`config.mk`:
```
export PLATFORM = sky130hd
export DESIGN_NAME = ccsr_top
export DESIGN_NICKNAME = d
export VERILOG_FILES = /design/src/shared/ccsr_pkg.sv /design/src/hdl/ccsr_top.sv
export SDC_FILE = /design/constraint.sdc
export NUM_CORES = 1
export LEC_CHECK = 0
export BUFFER_PORTS_ARGS = -buffer_cell sky130_fd_sc_hd__buf_4
export CELL_PAD_IN_SITES_DETAIL_PLACEMENT = 1
export CELL_PAD_IN_SITES_GLOBAL_PLACEMENT = 2
export CORE_UTILIZATION = 43
export DETAILED_ROUTE_END_ITERATION = 16
export HOLD_SLACK_MARGIN = 0.08
export MAX_ROUTING_LAYER = met4
export PLACE_DENSITY_LB_ADDON = 0.1
export SLEW_MARGIN = 20
export SYNTH_ARGS = -nofsm -noshare
export SYNTH_HDL_FRONTEND = slang
export SYNTH_SLANG_ARGS = --single-unit
```
`constraint.sdc`:
```
create_clock -name REF_CLK -period 7.1 [get_ports REF_CLK]
set_input_delay 0.71 -clock REF_CLK [delete_from_list [all_inputs] [get_ports REF_CLK]]
set_output_delay 0.71 -clock REF_CLK [all_outputs]
set_load 0.1 [all_outputs]
```
`src/shared/ccsr_pkg.sv`:
```
// ccsr_pkg: constants for the two channel setup registers of the
// capacitance-to-digital converter and its 2-wire register port.
// assumes one 50 MHz clock and a slow 2-wire bus sampled by that clock.
//
// Behaviour
// - capacitive enable bit 7 includes or excludes the capacitive channel
// - bit 6 selects second capacitive input; single-input parts keep it 0
// - capacitive bit 5 selects differential measurement, else single-ended
// - capacitive chop bit 0 roughly doubles capacitive conversion time
// - volt/temp enable bit 7 includes or excludes that channel
// - volt/temp bits 6..5: temp sensor, diode, supply monitor, voltage
// - bit 4 picks external reference; internal sensor needs internal (not enforced here: bit 4 passes through as written)
// - volt/temp bit 1 shorts the channel input for offset tests
// - volt/temp bit 0 enables chopping; host should set it
// - combined ready low only when every enabled channel has finished
// - registers reached via 2-wire pointer, auto-incremented per byte
`default_nettype none

package ccsr_pkg;

  // ***********************************************************
  // register map
  // ***********************************************************
  localparam logic [7:0] CCSR_CAP_SETUP_ADDR = 8'h07;
  localparam logic [7:0] CCSR_VT_SETUP_ADDR  = 8'h08;
  localparam logic [7:0] CCSR_CAP_SETUP_RST  = 8'h00;
  localparam logic [7:0] CCSR_VT_SETUP_RST   = 8'h00;

  // ***********************************************************
  // field positions
  // ***********************************************************
  localparam int CCSR_CAP_EN_BIT   = 7;
  localparam int CCSR_CAP_IN2_BIT  = 6;
  localparam int CCSR_CAP_DIFF_BIT = 5;
  localparam int CCSR_CAP_CHOP_BIT = 0;
  localparam int CCSR_VT_EN_BIT    = 7;
  localparam int CCSR_VT_SEL_HI    = 6;
  localparam int CCSR_VT_SEL_LO    = 5;
  localparam int CCSR_VT_EXTERNAL_REFERENCE_SELECT_BIT = 4;
  localparam int CCSR_VT_SHORT_BIT = 1;
  localparam int CCSR_VT_CHOP_BIT  = 0;

  // volt/temp input select codes
  localparam logic [1:0] CCSR_VT_INT_TEMP  = 2'h0;
  localparam logic [1:0] CCSR_VT_EXT_DIODE = 2'h1;
  localparam logic [1:0] CCSR_VT_SUPPLY    = 2'h2;
  localparam logic [1:0] CCSR_VT_EXT_VOLT  = 2'h3;

  // ***********************************************************
  // serial port
  // ***********************************************************
  // arbitrary 7-bit bus address
  localparam logic [6:0] CCSR_DEV_ADDR    = 7'h48;
  localparam logic [2:0] CCSR_LAST_BIT    = 3'h7;

  typedef enum logic [2:0] {
    CCSR_IDLE, CCSR_RX, CCSR_ACK, CCSR_TX, CCSR_TXACK
  } ccsr_state_e;

  typedef enum logic [1:0] {
    CCSR_PH_ADDR, CCSR_PH_PTR, CCSR_PH_DATA
  } ccsr_phase_e;

endpackage : ccsr_pkg
`default_nettype wire

```
`src/hdl/ccsr_top.sv`:
```
// ccsr_top: channel setup registers behind a 2-wire slave port.
// assumes SCL/SDA come from pins (synchronised here) and that the
// converter strobes, ready levels run on REF_CLK.
`timescale 1ns/1ps
`default_nettype none

module ccsr_top
  import ccsr_pkg::*;
#(
  parameter logic [6:0] DEV_ADDR    = ccsr_pkg::CCSR_DEV_ADDR,
  parameter bit         DUAL_INPUT  = 1'b1
) (
  input  wire logic       REF_CLK,
  input  wire logic       SYS_RST,
  input  wire logic       SCL_IN,
  input  wire logic       SDA_IN,
  output logic            SDA_OUT,
  output logic            SDA_OE,
  input  wire logic       CONV_START,
  input  wire logic       CAP_READY_N,
  input  wire logic       VT_READY_N,
  output logic            READY_N,
  output logic            CAPACITIVE_CHANNEL_ENABLE,
  output logic            SECOND_INPUT_SELECT,
  output logic            CAPACITIVE_DIFFERENTIAL_MODE,
  output logic            CAPACITIVE_CHOP_ENABLE,
  output logic            VOLT_TEMP_CHANNEL_ENABLE,
  output logic            VOLT_TEMP_INPUT_SELECT_HI,
  output logic            VOLT_TEMP_INPUT_SELECT_LO,
  output logic            EXTERNAL_REFERENCE_SELECT,
  output logic            VOLT_TEMP_INPUT_SHORT_TEST,
  output logic            VOLT_TEMP_CHOP_ENABLE
);
  import ccsr_pkg::*;

  // ***********************************************************
  // state
  // ***********************************************************
  typedef struct packed {
    logic        scl_s1;
    logic        scl_s2;
    logic        scl_q;
    logic        sda_s1;
    logic        sda_s2;
    logic        sda_q;
    ccsr_state_e st;
    ccsr_phase_e ph;
    logic [2:0]  cnt;
    logic [7:0]  sh;
    logic [7:0]  tx;
    logic        rw;
    logic        ack_stage;
    logic        drive;
    logic [7:0]  ptr;
    logic [7:0]  cap_setup;
    logic [7:0]  vt_setup;
    logic [7:0]  cap_act;
    logic [7:0]  vt_act;
  } ccsr_regs_s;

  ccsr_regs_s r;
  ccsr_regs_s next_r;

  // register read decode, shared by first and later read bytes
  function automatic logic [7:0] ccsr_read(input logic [7:0] a,
                                           input logic [7:0] cap,
                                           input logic [7:0] vt);
    logic [7:0] v;
    v = 8'h00;
    if (a == CCSR_CAP_SETUP_ADDR) v = cap;
    else if (a == CCSR_VT_SETUP_ADDR) v = vt;
    return v;
  endfunction : ccsr_read

  logic       scl_rise;
  logic       scl_fall;
  logic       bus_start;
  logic       bus_stop;
  logic [7:0] byte_in;

  // only second stages and their delayed copies feed edge logic
  assign scl_rise  = r.scl_s2 & ~r.scl_q;
  assign scl_fall  = ~r.scl_s2 & r.scl_q;
  assign bus_start = r.scl_s2 & r.scl_q & r.sda_q & ~r.sda_s2;
  assign bus_stop  = r.scl_s2 & r.scl_q & ~r.sda_q & r.sda_s2;
  assign byte_in   = {r.sh[6:0], r.sda_s2};

  // ***********************************************************
  // next state
  // ***********************************************************
  always_comb begin
    next_r = r;
    next_r.scl_s1 = SCL_IN;
    next_r.scl_s2 = r.scl_s1;
    next_r.scl_q  = r.scl_s2;
    next_r.sda_s1 = SDA_IN;
    next_r.sda_s2 = r.sda_s1;
    next_r.sda_q  = r.sda_s2;

    if (bus_start) begin
      // repeated start keeps the pointer so reads can follow a write
      next_r.st        = CCSR_RX;
      next_r.ph        = CCSR_PH_ADDR;
      next_r.cnt       = 3'h0;
      next_r.ack_stage = 1'b0;
      next_r.drive     = 1'b0;
    end else if (bus_stop) begin
      next_r.st    = CCSR_IDLE;
      next_r.drive = 1'b0;
    end else begin
      unique case (r.st)
        CCSR_IDLE: begin
          next_r.drive = 1'b0;
        end
        CCSR_RX: begin
          if (scl_rise) begin
            next_r.sh  = byte_in;
            next_r.cnt = r.cnt + 3'h1;
            if (r.cnt == CCSR_LAST_BIT) begin
              next_r.st        = CCSR_ACK;
              next_r.ack_stage = 1'b0;
              unique case (r.ph)
                CCSR_PH_ADDR: begin
                  next_r.rw = byte_in[0];
                  if (byte_in[7:1] != DEV_ADDR) next_r.st = CCSR_IDLE;
                end
                CCSR_PH_PTR: begin
                  next_r.ptr = byte_in;
                end
                default: begin
                  // full byte stored; reserved bits are the host's duty
                  if (r.ptr == CCSR_CAP_SETUP_ADDR)
                    next_r.cap_setup = byte_in;
                  else if (r.ptr == CCSR_VT_SETUP_ADDR)
                    next_r.vt_setup = byte_in;
                  next_r.ptr = r.ptr + 8'h01;
                end
              endcase
            end
          end
        end
        CCSR_ACK: begin
          if (scl_fall) begin
            if (!r.ack_stage) begin
              next_r.drive     = 1'b1;
              next_r.ack_stage = 1'b1;
            end else begin
              next_r.ack_stage = 1'b0;
              next_r.cnt       = 3'h0;
              if (r.ph == CCSR_PH_ADDR && r.rw) begin
                next_r.tx    = ccsr_read(r.ptr, r.cap_setup, r.vt_setup);
                next_r.drive = ~next_r.tx[7];
                next_r.ptr   = r.ptr + 8'h01;
                next_r.st    = CCSR_TX;
              end else begin
                next_r.drive = 1'b0;
                next_r.st    = CCSR_RX;
                next_r.ph    = (r.ph == CCSR_PH_ADDR) ? CCSR_PH_PTR
                                                      : CCSR_PH_DATA;
              end
            end
          end
        end
        CCSR_TX: begin
          if (scl_fall) begin
            next_r.cnt = r.cnt + 3'h1;
            if (r.cnt == CCSR_LAST_BIT) begin
              next_r.drive     = 1'b0;
              next_r.ack_stage = 1'b0;
              next_r.st        = CCSR_TXACK;
            end else begin
              next_r.tx    = {r.tx[6:0], 1'b0};
              next_r.drive = ~r.tx[6];
            end
          end
        end
        CCSR_TXACK: begin
          if (scl_rise) begin
            // a not-acknowledge ends the read burst
            if (r.sda_s2) next_r.st = CCSR_IDLE;
            else next_r.ack_stage = 1'b1;
          end else if (scl_fall && r.ack_stage) begin
            next_r.ack_stage = 1'b0;
            next_r.cnt       = 3'h0;
            next_r.tx        = ccsr_read(r.ptr, r.cap_setup, r.vt_setup);
            next_r.drive     = ~next_r.tx[7];
            next_r.ptr       = r.ptr + 8'h01;
            next_r.st        = CCSR_TX;
          end
        end
        default: begin
          next_r.st = CCSR_IDLE;
        end
      endcase
    end

    // settings move to the converter only when a conversion starts,
    // so a write mid-conversion never disturbs the running one
    if (CONV_START) begin
      next_r.cap_act = r.cap_setup;
      next_r.vt_act  = r.vt_setup;
    end
  end

  // ***********************************************************
  // registers
  // ***********************************************************
  always_ff @(posedge REF_CLK or posedge SYS_RST) begin
    if (SYS_RST) begin
      r           <= '0;
      r.scl_s1    <= 1'b1;
      r.scl_s2    <= 1'b1;
      r.scl_q     <= 1'b1;
      r.sda_s1    <= 1'b1;
      r.sda_s2    <= 1'b1;
      r.sda_q     <= 1'b1;
      r.st        <= CCSR_IDLE;
      r.ph        <= CCSR_PH_ADDR;
      r.cap_setup <= CCSR_CAP_SETUP_RST;
      r.vt_setup  <= CCSR_VT_SETUP_RST;
      r.cap_act   <= CCSR_CAP_SETUP_RST;
      r.vt_act    <= CCSR_VT_SETUP_RST;
    end else begin
      r <= next_r;
    end
  end

  // ***********************************************************
  // outputs
  // ***********************************************************
  // open drain: only ever pulls low
  assign SDA_OUT = 1'b0;
  assign SDA_OE  = r.drive;

  assign CAPACITIVE_CHANNEL_ENABLE    = r.cap_act[CCSR_CAP_EN_BIT];
  // single-input build forces the first input whatever was written
  assign SECOND_INPUT_SELECT          =
    DUAL_INPUT & r.cap_act[CCSR_CAP_IN2_BIT];
  assign CAPACITIVE_DIFFERENTIAL_MODE =
    r.cap_act[CCSR_CAP_DIFF_BIT];
  // chop doubles the capacitive conversion time downstream
  assign CAPACITIVE_CHOP_ENABLE       = r.cap_act[CCSR_CAP_CHOP_BIT];
  assign VOLT_TEMP_CHANNEL_ENABLE     = r.vt_act[CCSR_VT_EN_BIT];
  assign VOLT_TEMP_INPUT_SELECT_HI    = r.vt_act[CCSR_VT_SEL_HI];
  assign VOLT_TEMP_INPUT_SELECT_LO    = r.vt_act[CCSR_VT_SEL_LO];
  // no interlock with the internal sensor: the host must choose well
  assign EXTERNAL_REFERENCE_SELECT    =
    r.vt_act[CCSR_VT_EXTERNAL_REFERENCE_SELECT_BIT];
  assign VOLT_TEMP_INPUT_SHORT_TEST   = r.vt_act[CCSR_VT_SHORT_BIT];
  assign VOLT_TEMP_CHOP_ENABLE        = r.vt_act[CCSR_VT_CHOP_BIT];

  // every enabled channel must be done; nothing enabled reads not-ready
  assign READY_N =
    (~r.cap_act[CCSR_CAP_EN_BIT] & ~r.vt_act[CCSR_VT_EN_BIT]) |
    (r.cap_act[CCSR_CAP_EN_BIT] & CAP_READY_N) |
    (r.vt_act[CCSR_VT_EN_BIT] & VT_READY_N);

endmodule : ccsr_top
`default_nettype wire

```
==> metrics.md <==
| Metric | Value |
|---|---|
| Outcome | complete, no violations |
| Avg Cell Area, Syn | 10.3 um^2 |
| First-pass GRT wire length | 14.4 mm |
| Sequential-to-total area share from yosys stat | 47.8% |
| Syn Std Cell Area | 0.00342 mm^2 |
| DRT Pass-1 Iters | 4 |
| Count leader, synth | dfrtp_1 |
| Worst skew pair latency | 0.35 ns |
| Worst Clk Skew | 0.0102 ns |
| H-tree level count | 3 |
| RSZ-0062 raised after global routing | no |
| CTS root buf | clkbuf_8 |
| Post-synth EDFFs | 0 |
| # DRC | 0 |
| Fraction of registers with async set/reset | 100% |
| HP Class | flip-flop to flip-flop |
| Final hold violation count | 0 |
| PwrDens | 202 mW/mm^2 |
| GRT overflow | 0 |
| Pin count of the biggest net entering global routing | 66 |
| Synthesized instance count | 331 |
| GRT Util Overall | 23.0% |
| DR vias/cell | 5.65 |
| DP HPWL | 5.71 mm |
| Synth Register Bits | 65 |
| CTS tree | built |
| Area share of the largest cell type after synthesis | 43.2% |
| # setup viols final | 0 |
| Die width | 91.1 um |
| Hold Slack | 0.358 ns |
| Synth Flop Type | dfrtp_1 |
| Slew HR | 32.5% |
| Tot Pwr | 0.774 mW |
| Vias in the first global route | 2684 |
| Worst EP required | 7.33 ns |
| Most flops, register | r |
| Leak Pwr | 1.77 nW |
| Post-CTS resize count | 0 |
| Worst Setup Path Type | flip-flop to flip-flop |
| Initial Utilization | 44.4% |
| Die H | 91.1 um |
| Clk buf depth | 2 |
| Top post-synthesis cells by area | dfrtp_1 43%, mux2_2 13%, nand2_1 5.2%, dfstp_2 4.6%, o21ai_0 3.1% |
| Initial drt markers | 116 |
| Avg WL per Cell | 18.4 um |
| Hold Buf Count CTS | 0 |
| Post-layout nets | 357 |
| Ys Warns | 0 |
| Ports | 20 |
| Measured slew at the worst slew-check pin | 1.01 ns |
| Final ANT Viol Nets | 0 |
| Worst EP arrival | 3.20 ns |
| CORE AREA | 0.00769 mm^2 |
| Clock-pin slew on the worst setup and hold paths | 0.08 ns |
| Inserted Diodes | 0 |
| GP Congestion | 0.843 |
| Distinct cells, synth | 58 |
| Fmax | 337 MHz |
| Max Cap Viol | 0 |
| Final wirelength | 8.32 mm |
| Ratio of cells with drive above 1 in the final layout | 26.8% |
| # clock sinks | 65 |
| Number of CTS-inserted buffers | 9 |
| Port bufs | 18 |
| Mapped Nets | 342 |
| Post-synth top cells | 59 x dfrtp_1, 47 x nand2_1, 38 x mux2_2, 21 x o21ai_0, 17 x nor2_1 |
| Max FFs per register | 43 |
| Design Area, Final | 0.00383 mm^2 |
| Synth-to-Final Area Change | 12.0% |
| Vias post-DR | 2558 |
| Peak supply drop | 0.0930 mV |
| Post-synth top area cell | dfrtp_1 |
| Initial antenna violation count | 0 |
| Final Util | 49.8% |
| Die ar. | 0.00831 mm^2 |
| Post-CTS Setup Repair Bufs | 0 |
| Crit share post-route | 41.8% |
| Setup_tns | 0 ns |
| CP Max Fanout | 23 |
| Dpl cell area | 0.00362 mm^2 |
| Slew Limit Fails | 0 |
| Crit end category | flip-flop |
| Num rows | 32 |
| Crit path launch type | flip-flop |
| Final Critical Period | 2.96 ns |
[final cells by class]
cell class | instances | area, um^2
clock buffer | 10 | 138
inverter | 8 | 30.0
timing repair buffer | 21 | 158
tap | 102 | 128
fill | 895 | 3860
multi-input combinational | 241 | 1670
clock inverter | 6 | 67.6
sequential | 65 | 1630
[stage by stage]
stage,worst slack [ns],cells
detailed placement,4.16,437
global route,3.91,453
floorplan,3.37,331
finish,4.14,453
global placement,4.21,437
CTS,4.16,453
[path summary, 6_finish.rpt]
| check | endpoint | depth (start not counted) | start | slack, ns |
|---|---|---|---|---|
| max in group asynchronous | r[59] | 3 | SYS_RST | 5.95 |
| max reg2reg | r[39] | 5 | r[64] | 4.14 |
| min in group asynchronous | VOLT_TEMP_INPUT_SELECT_LO | 3 | SYS_RST | 0.60 |
| max | r[39] | 5 | r[64] | 4.14 |
| min reg2reg | byte_in[0] | 0 | next_r[68] | 0.36 |
| min | byte_in[0] | 0 | next_r[68] | 0.36 |
[where the power goes]
| group | switching [mW] | total, mW | leakage, nW | internal, mW |
|---|---|---|---|---|
| combinational | 0.0286 | 0.0471 | 0.790 | 0.0185 |
| clock | 0.154 | 0.326 | 0.0985 | 0.172 |
| sequential | 0.0200 | 0.401 | 0.886 | 0.381 |
[logic make-up after synthesis]
| logic type | synth area share [%] |
|---|---|
| adder cells (fa/ha/maj) | 1.46 |
| buffers and inverters | 3.19 |
| AND/OR/NAND/NOR | 19.2 |
| multiplexers | 13.4 |
| AO/OA/AOI/OAI | 14.1 |
| XOR/XNOR | 0.769 |
| flip-flops | 47.8 |
| other | 0.110 |
[per-layer routing]
layer | GRT usage [%] | routed length [um]
met2 | 34.5 | 3870
met5 | - | 0
met1 | 31.8 | 4150
met3 | 3.02 | 172
met4 | 8.60 | 124
[worst max-delay path, cell delays in order (launching register included)]
cell and delay [ns]:
dfrtp_1 0.77, or3b_1 0.56, a2bb2oi_1 0.20, a211oi_2 0.88
o21ai_0 0.20, a22o_1 0.23
[placed cells by master (no fill, tap or decap), types with 6 or more instances in the layout]
cell type	n
a21oi_1	15
a22oi_1	9
buf_4	21
clkbuf_8	10
dfrtp_1	59
dfstp_2	6
inv_1	7
mux2_2	38
nand2_1	47
nand2b_1	6
nand3_1	8
nor2_1	17
nor2b_1	8
o21ai_0	21
(Power assumes the default switching activity.)
